`src/epf_pkg.sv`:
```
// Purpose: Shared constants and carriers for the endpoint flag block
// Assumes: Four data endpoints, index 0..3 for endpoints 2, 4, 6, 8
// Notes: Register indices are word indices; byte address is 4 x index

// ============================================================
// Package
package epf_pkg;

  // Number of data endpoints handled
  localparam int EPF_NUM_EP = 4;

  // Register word indices, one entry per endpoint (ep8..ep2)
  localparam logic [3:0][5:0] EPF_IDX_THR_HI = {6'h18, 6'h16, 6'h14, 6'h12};
  localparam logic [3:0][5:0] EPF_IDX_THR_LO = {6'h19, 6'h17, 6'h15, 6'h13};
  localparam logic [3:0][5:0] EPF_IDX_ISO = {6'h1d, 6'h1c, 6'h1b, 6'h1a};
  localparam logic [5:0] EPF_IDX_FLAGS_24 = 6'h1e;
  localparam logic [5:0] EPF_IDX_FLAGS_68 = 6'h1f;

  // Reset values
  localparam logic [7:0] EPF_RST_THR_HI = 8'h88;
  localparam logic [7:0] EPF_RST_THR_LO = 8'h00;
  localparam logic [2:0] EPF_RST_ISO = 3'h1;

  // Field positions in the threshold high register
  localparam int EPF_HI_DIR_BIT = 7;
  localparam int EPF_HI_SCOPE_BIT = 6;

  // Largest packet count code that is meaningful
  localparam logic [2:0] EPF_THRESHOLD_PACKET_COUNT_MAX = 3'h4;

  // Status nibble layout: {0, prog, empty, full}
  localparam int EPF_ST_PF_BIT = 2;
  localparam int EPF_ST_EF_BIT = 1;
  localparam int EPF_ST_FF_BIT = 0;

  // Static configuration of one endpoint
  typedef struct packed {
    logic is_in;        // 1 = IN endpoint
    logic iso;          // Isochronous endpoint
    logic big;          // 1024-capable endpoint (ep2, ep6)
    logic early_full;   // early_full_option
    logic early_empty;  // early_empty_option
  } epf_ep_cfg_s;

  // Live FIFO counts and raw flags of one endpoint
  typedef struct packed {
    logic [12:0] avail_bytes;  // OUT: bytes readable by the master
    logic [2:0] threshold_packet_count;          // IN: committed packets
    logic [10:0] cur_bytes;    // IN: bytes in packet being filled
    logic empty;
    logic near_empty;          // Exactly one entry held
    logic full;
    logic near_full;           // One entry short of full
  } epf_ep_cnt_s;

  // Decoded threshold
  typedef struct packed {
    logic [2:0] threshold_packet_count;
    logic [12:0] bytes;
  } epf_thr_s;

endpackage : epf_pkg

```
`src/epf_flags.sv`:
```
// Purpose: Programmable, empty and full flag logic of four endpoint FIFOs
// Assumes: FIFO counts are synchronous to i_mclk; APB slave, no wait states
// Notes: Flags are registered once per clock from the live counts
`timescale 1ns/100ps

module epf_flags
  import epf_pkg::*;
(
  // Clock and reset
  input wire logic i_mclk,
  input wire logic i_nrst,
  // APB slave
  input wire logic i_psel,
  input wire logic i_penable,
  input wire logic i_pwrite,
  input wire logic [7:0] i_paddr,
  input wire logic [31:0] i_pwdata,
  output logic [31:0] o_prdata,
  output logic o_pready,
  output logic o_pslverr,
  // Device mode
  input wire logic i_high_speed,
  input wire logic i_sync_fifo,
  input wire logic i_flag_irq_en,
  // Per-endpoint configuration and FIFO state
  input wire epf_ep_cfg_s [3:0] i_cfg,
  input wire epf_ep_cnt_s [3:0] i_cnt,
  // Flag outputs
  output logic [3:0] o_prog_flag,
  output logic [3:0] o_empty_flag,
  output logic [3:0] o_full_flag,
  output logic [3:0][1:0] o_iso_threshold_packet_count,
  output logic o_flag_irq
);

  // ============================================================
  // State
  typedef struct packed {
    logic [3:0][7:0] thr_hi;   // threshold_high_register per endpoint
    logic [3:0][7:0] thr_lo;   // threshold_low_register per endpoint
    logic [3:0][2:0] iso;      // iso_in_packet_register fields
    logic [3:0] pf;            // Registered programmable flags
    logic [3:0] ef;            // Registered empty flags
    logic [3:0] ff;            // Registered full flags
    logic [31:0] prdata;       // Read data captured in setup phase
    logic irq;                 // One-cycle flag interrupt
  } epf_state_s;

  epf_state_s st_r;
  epf_state_s st_nxt;

  // ============================================================
  // Functions

  // Split the two threshold registers into packet and byte fields
  function automatic epf_thr_s epf_decode(input logic [7:0] hi,
      input logic [7:0] lo, input logic wide_map, input logic is_in,
      input logic big);
    epf_thr_s t;
    t = '0;
    if (wide_map) begin
      if (big) begin
        if (is_in) begin
          t.threshold_packet_count = hi[5:3];
          t.bytes = {3'h0, hi[1:0], lo};
        end else begin
          t.bytes = {hi[5:3], hi[1:0], lo};
        end
      end else begin
        if (is_in) begin
          t.threshold_packet_count = {1'b0, hi[4:3]};
          t.bytes = {4'h0, hi[0], lo};
        end else begin
          t.bytes = {2'h0, hi[4:3], hi[0], lo};
        end
      end
    end else begin
      if (big) begin
        if (is_in) begin
          t.threshold_packet_count = {hi[0], lo[7:6]};
          t.bytes = {3'h0, hi[1], 3'h0, lo[5:0]};
        end else begin
          t.bytes = {hi[5:3], hi[1:0], lo};
        end
      end else begin
        if (is_in) begin
          t.threshold_packet_count = {1'b0, lo[7:6]};
          t.bytes = {4'h0, hi[0], 2'h0, lo[5:0]};
        end else begin
          t.bytes = {2'h0, hi[4:3], hi[0], lo};
        end
      end
    end
    // Codes above four are not defined; treat them as four
    if (t.threshold_packet_count > EPF_THRESHOLD_PACKET_COUNT_MAX) begin
      t.threshold_packet_count = EPF_THRESHOLD_PACKET_COUNT_MAX;
    end
    return t;
  endfunction : epf_decode

  // Compare count with threshold in the selected direction
  function automatic logic epf_cmp(input logic ge, input logic [15:0] cnt,
      input logic [15:0] thr);
    return ge ? (cnt >= thr) : (cnt <= thr);
  endfunction : epf_cmp

  // ============================================================
  // Next-state logic
  always_comb begin
    logic [5:0] idx;
    logic setup;
    logic wr;
    logic hit;
    logic [31:0] rd;
    epf_thr_s thr;
    logic [15:0] cnt;
    logic [15:0] lim;
    logic ge;
    logic early_ok;
    idx = i_paddr[7:2];
    setup = i_psel && !i_penable;
    wr = i_psel && i_penable && i_pwrite;
    hit = 1'b0;
    rd = '0;
    thr = '0;
    cnt = '0;
    lim = '0;
    ge = 1'b0;
    early_ok = 1'b0;
    st_nxt = st_r;

    // Per-endpoint register decode and flag evaluation
    for (int k = 0; k < EPF_NUM_EP; k++) begin
      // Threshold registers, one pair per endpoint
      if (idx == EPF_IDX_THR_HI[k]) begin
        hit = 1'b1;
        rd = {24'h0, st_r.thr_hi[k]};
        if (wr) begin
          st_nxt.thr_hi[k] = i_pwdata[7:0];
        end
      end
      if (idx == EPF_IDX_THR_LO[k]) begin
        hit = 1'b1;
        rd = {24'h0, st_r.thr_lo[k]};
        if (wr) begin
          st_nxt.thr_lo[k] = i_pwdata[7:0];
        end
      end
      // Iso packets per interval; an invalid code is not stored
      if (idx == EPF_IDX_ISO[k]) begin
        hit = 1'b1;
        rd = {29'h0, st_r.iso[k]};
        if (wr && i_pwdata[1:0] != 2'h0) begin
          st_nxt.iso[k] = i_pwdata[2:0];
        end
      end

      // Field layout choice, then count selection
      thr = epf_decode(st_r.thr_hi[k], st_r.thr_lo[k],
          i_high_speed || i_cfg[k].iso, i_cfg[k].is_in,
          i_cfg[k].big);
      ge = st_r.thr_hi[k][EPF_HI_DIR_BIT];
      if (!i_cfg[k].is_in) begin
        // OUT: bytes the master can read, scope bit ignored
        cnt = {3'h0, i_cnt[k].avail_bytes};
        lim = {3'h0, thr.bytes};
      end else if (st_r.thr_hi[k][EPF_HI_SCOPE_BIT]) begin
        // Current packet only, packet field ignored
        cnt = {5'h0, i_cnt[k].cur_bytes};
        lim = {3'h0, thr.bytes};
      end else begin
        // Whole FIFO: packets weigh more than bytes
        cnt = {2'h0, i_cnt[k].threshold_packet_count, i_cnt[k].cur_bytes};
        lim = {2'h0, thr.threshold_packet_count, thr.bytes[10:0]};
      end
      st_nxt.pf[k] = epf_cmp(ge, cnt, lim);

      // Early flags only hold for a synchronous FIFO interface
      early_ok = i_sync_fifo;
      st_nxt.ef[k] = (early_ok && i_cfg[k].early_empty && !i_cfg[k].is_in)
          ? (i_cnt[k].empty || i_cnt[k].near_empty)
          : i_cnt[k].empty;
      st_nxt.ff[k] = (early_ok && i_cfg[k].early_full && i_cfg[k].is_in)
          ? (i_cnt[k].full || i_cnt[k].near_full)
          : i_cnt[k].full;
    end

    // Status registers are read only; writes have no effect
    if (idx == EPF_IDX_FLAGS_24) begin
      hit = 1'b1;
      rd = {24'h0, 1'b0, st_r.pf[1], st_r.ef[1], st_r.ff[1],
          1'b0, st_r.pf[0], st_r.ef[0], st_r.ff[0]};
    end
    if (idx == EPF_IDX_FLAGS_68) begin
      hit = 1'b1;
      rd = {24'h0, 1'b0, st_r.pf[3], st_r.ef[3], st_r.ff[3],
          1'b0, st_r.pf[2], st_r.ef[2], st_r.ff[2]};
    end

    // Read data is captured in setup so it comes from a flop
    if (setup) begin
      st_nxt.prdata = hit ? rd : 32'h0;
    end

    // Interrupt when any prog or full flag rises, or an endpoint
    // leaves empty
    st_nxt.irq = i_flag_irq_en && (|(st_nxt.pf & ~st_r.pf)
        || |(st_nxt.ff & ~st_r.ff)
        || |(st_r.ef & ~st_nxt.ef));
  end

  // ============================================================
  // State register
  always_ff @(posedge i_mclk or negedge i_nrst) begin
    if (!i_nrst) begin
      st_r.thr_hi <= {4{EPF_RST_THR_HI}};
      st_r.thr_lo <= {4{EPF_RST_THR_LO}};
      st_r.iso <= {4{EPF_RST_ISO}};
      st_r.pf <= 4'h0;
      st_r.ef <= 4'hf;
      st_r.ff <= 4'h0;
      st_r.prdata <= 32'h0;
      st_r.irq <= 1'b0;
    end else begin
      st_r <= st_nxt;
    end
  end

  // ============================================================
  // Outputs

  // Unmapped address is flagged during the access phase
  logic addr_hit;
  always_comb begin
    addr_hit = 1'b0;
    for (int k = 0; k < EPF_NUM_EP; k++) begin
      if (i_paddr[7:2] == EPF_IDX_THR_HI[k] ||
          i_paddr[7:2] == EPF_IDX_THR_LO[k] ||
          i_paddr[7:2] == EPF_IDX_ISO[k]) begin
        addr_hit = 1'b1;
      end
    end
    if (i_paddr[7:2] == EPF_IDX_FLAGS_24 ||
        i_paddr[7:2] == EPF_IDX_FLAGS_68) begin
      addr_hit = 1'b1;
    end
  end

  assign o_pready = i_psel && i_penable;
  assign o_pslverr = i_psel && i_penable && !addr_hit;
  assign o_prdata = st_r.prdata;
  assign o_prog_flag = st_r.pf;
  assign o_empty_flag = st_r.ef;
  assign o_full_flag = st_r.ff;
  assign o_flag_irq = st_r.irq;

  // Full speed allows one packet per frame only
  always_comb begin
    for (int k = 0; k < EPF_NUM_EP; k++) begin
      o_iso_threshold_packet_count[k] = i_high_speed ? st_r.iso[k][1:0] : 2'h1;
    end
  end
endmodule : epf_flags

```
`config.mk`:
```
export PLATFORM = sky130hd
export DESIGN_NAME = epf_flags
export DESIGN_NICKNAME = d
export VERILOG_FILES = /design/src/epf_pkg.sv /design/src/epf_flags.sv
export SDC_FILE = /design/constraint.sdc
export NUM_CORES = 1
export LEC_CHECK = 0
export BUFFER_PORTS_ARGS = -buffer_cell sky130_fd_sc_hd__buf_2
export CAP_MARGIN = 20
export CELL_PAD_IN_SITES_DETAIL_PLACEMENT = 0
export CELL_PAD_IN_SITES_GLOBAL_PLACEMENT = 2
export CORE_MARGIN = 2
export CORE_UTILIZATION = 31
export DETAILED_ROUTE_END_ITERATION = 7
export PLACE_DENSITY_LB_ADDON = 0.1
export SYNTH_ARGS = -nofsm -noshare
export SYNTH_HDL_FRONTEND = slang
export SYNTH_SLANG_ARGS = --single-unit
```
`constraint.sdc`:
```
create_clock -name i_mclk -period 3.2 [get_ports i_mclk]
set_clock_uncertainty 0.2 [all_clocks]
set_input_delay 0.16 -clock i_mclk [delete_from_list [all_inputs] [get_ports i_mclk]]
set_output_delay 0.16 -clock i_mclk [all_outputs]
set_load 0.01 [all_outputs]
```
==> results.md <==
* Power density cells at 362 mW/mm2
* Total CTS buffers at 9
* Cells along the critical path: mux2i_1, o21ai_1, a21oi_1, a21oi_1, ha_1, nand4_1, or3_1, o211ai_1, xor2_1, buf_4, o2111ai_4, a221o_1
* Fin nets at 1279
* Fin cells at 1360
* RePlAce Congestion at 0.856
* DR vias/cell at 4.99
* Fin crit period at 3100 ps
* Final Power at 3.44 mW
* Root Buffer: clkbuf_16
* Post-DP HPWL at 20700 um
* Yosys reg bits at 97
* Synth Instances at 822
* DR WL/cell at 19.2 um
* Hold Path End: st_r[69]
* Max-Cap Viols at 0
* Initial core utilization at 0.315
* Worst Max-Slew Pin Slew at 702 ps
* Slowest cell on the critical path: dfrtp_1
* Antenna Cells at 0
* Yosys warning count at 0
* Site Rows at 57
* Post-Syn Area at 0.00763 mm2
* Mean Syn Cell Area at 9.28 um2
* Ys flop type: dfrtp_1
* Hold path start: i_pwdata[4]
* Critical setup path kind: reg -> reg
* Vias in the first global route at 6827
* R2r setup slk at 100 ps
* First-pass GRT wire length at 40300 um
* Max-slew violation count at 0
* Die X at 161 um
* Clock buffer depth at 2
* Worst path most repeated cell: a21oi_1
* R2r startpoint: st_r[97]
* Static leakage power at 4.53 nW
* CTS Sinks at 97
* PortBufs at 196
* DP Area at 0.00892 mm2
* H-tree levels at 3
* Core Region at 0.0242 mm2
* Synth cell types at 65
* R2R Path End: o_flag_irq
* Register area at 0.00245 mm2
* Synth async-reset ratio at 1.00
* Critical Path RT at 3240 ps
* # setup viols final at 0
* TritonCTS clock tree: done
* Fillers at 2496
* I/O pin total at 247
* # DRC at 0
* Post-Route WL at 26100 um
* Number of synthesized flops with an enable pin at 0
* Final hold viol count at 0
* Die Area at 0.0259 mm2
* Grt ovf at 0
* Initial antenna violation count at 0
* Largest net degree at the start of global routing at 52
* R2R depth at 12
* RSZ-0062 raised after global routing: true
* Rel. slew slack at 0.528
* Height of the die at 161 um
* Worst-path maximum fanout at 2
* Post-synthesis sequential area ratio at 0.321
* Max VDD drop at 0.213 mV
* Via count at 6785
* CP max stage delay at 400 ps
* First drt pass iteration count at 4
* Reg clk slew, reported paths at 70 ps
* Setup crit end kind: register
* Hold Path Stages at 3
* Post-route design area at 0.00951 mm2
* Worst setup SP type: register
* Final ANT Viol Nets at 0
* Fmax at 323 MHz
* Multi-input gate area at 0.00465 mm2
* Placed Instances at 1323
* Fin crit share at 0.968
* All-Layer GR Usage at 0.204
* Share of cells above drive strength 1 at 0.383
* Hold Crit Class: in -> reg
* Worst-Skew Late Latency at 350 ps
* Outcome: finished clean
* Critical Path AT at 3140 ps
* Area growth, synth to finish at 24.7%
* Iteration-0 DRC Markers at 456
power breakdown:
| group | total, mW | switching [mW] | internal, mW |
|---|---|---|---|
| clock network | 1.28 | 0.492 | 0.788 |
| logic | 0.786 | 0.419 | 0.367 |
| registers | 1.38 | 0.0752 | 1.30 |
| total | 3.44 | 0.986 | 2.46 |
logic make-up after synthesis:
group	synth area share
AO/OA/AOI/OAI	0.170
XOR/XNOR	0.00459
adder cells (fa/ha/maj)	0.0919
buffers and inverters	0.0846
flip-flops	0.321
multiplexers	0.185
other	0.000492
AND/OR/NAND/NOR	0.142
worst max-delay path, delay by kind of cell (launching register included):
| family | cells | cell delay, ps |
|---|---|---|
| adders and majority gates | 1 | 300 |
| and+or+nand+nor | 2 | 480 |
| buffers and inverters | 1 | 170 |
| xor gates and xnor gates | 1 | 200 |
| AOI/OAI and AO/OA | 6 | 1060 |
| DFF | 1 | 400 |
| muxes | 1 | 190 |
state kept, by name, summed over array words and instances (netlist names):
signal        count
o_full_flag       4
o_empty_flag      4
o_flag_irq        1
o_prog_flag       4
o_prdata          8
st_r             76
metrics by stage:
step | worst slack, ps | utilization | hold slack [ps] | TNS [ps]
after global placement | -108 | 0.368 | 31.8 | -108
after CTS | 4.63 | 0.391 | 12.2 | 0
after floorplan | 209 | - | -336 | 0
final | 103 | 0.392 | 16.8 | 0
after detailed placement | -130 | 0.368 | 36.4 | -130
after global routing | -64.7 | 0.392 | 28.2 | -64.7
layout make-up:
cell class,instances,share of cell area
Clock buffer,10,0.0251
Clock inverter,6,0.0121
Inverter,41,0.0162
Multi-Input combinational cell,627,0.489
Sequential cell,97,0.257
Tap cell,324,0.0426
Timing Repair Buffer,255,0.158
cell usage in the layout, fill, tap and decap left out, types with 16 or more instances in the layout:
cell             n
buf_2          195
mux2_2         110
nand2_1         86
dfrtp_1         81
ha_1            56
o21ai_0         54
nor2_1          49
inv_1           41
a21oi_1         39
buf_4           38
conb_1          24
dlygate4sd3_1   20
nand3_1         18
mux2i_1         17
dfstp_2         16
worst max-delay path by stage:
stage / from / to / slack, ps
6_report: st_r[97] / o_flag_irq / 100
3_5_place_dp: i_high_speed / o_flag_irq / -130
5_1_grt: st_r[97] / o_flag_irq / -60
4_1_cts: st_r[103] / o_flag_irq / 5
3_3_place_gp: i_high_speed / o_flag_irq / -110
2_1_floorplan: i_cfg[4] / o_flag_irq / 210
synthesized netlist by cell type, types with 10 or more instances:
library cell  count  area, um2
a21oi_1          39        195
a22o_1           10       87.6
and2_1           10       62.6
buf_2            12       60.1
buf_4            47        353
clkbuf_1         16       60.1
dfrtp_1          81       2030
dfstp_2          16        420
ha_1             56        701
inv_1            41        154
mux2_2          110       1240
mux2i_1          17        170
nand2_1          86        323
nand2b_1         10       62.6
nand3_1          18       90.1
nor2_1           50        188
nor3_1           13       65.1
o21ai_0          55        275
layer usage:
| metal | global-route usage | share of wire |
|---|---|---|
| met1 | 0.285 | 0.48 |
| met2 | 0.329 | 0.46 |
| met3 | 0.0289 | 0.045 |
| met4 | 0.0588 | 0.020 |
| met5 | 0 | 0 |
repair_timing:
action / 4_1_cts / 5_1_grt
hold buffers: 20 / 0
setup buffers: 0 / 1
hold endpoints to repair: 51 / 0
setup endpoints to repair: 1 / 1
pin swaps: 0 / 6
resized for setup: 1 / 4
Note: power is estimated with default switching activity, not from simulation.
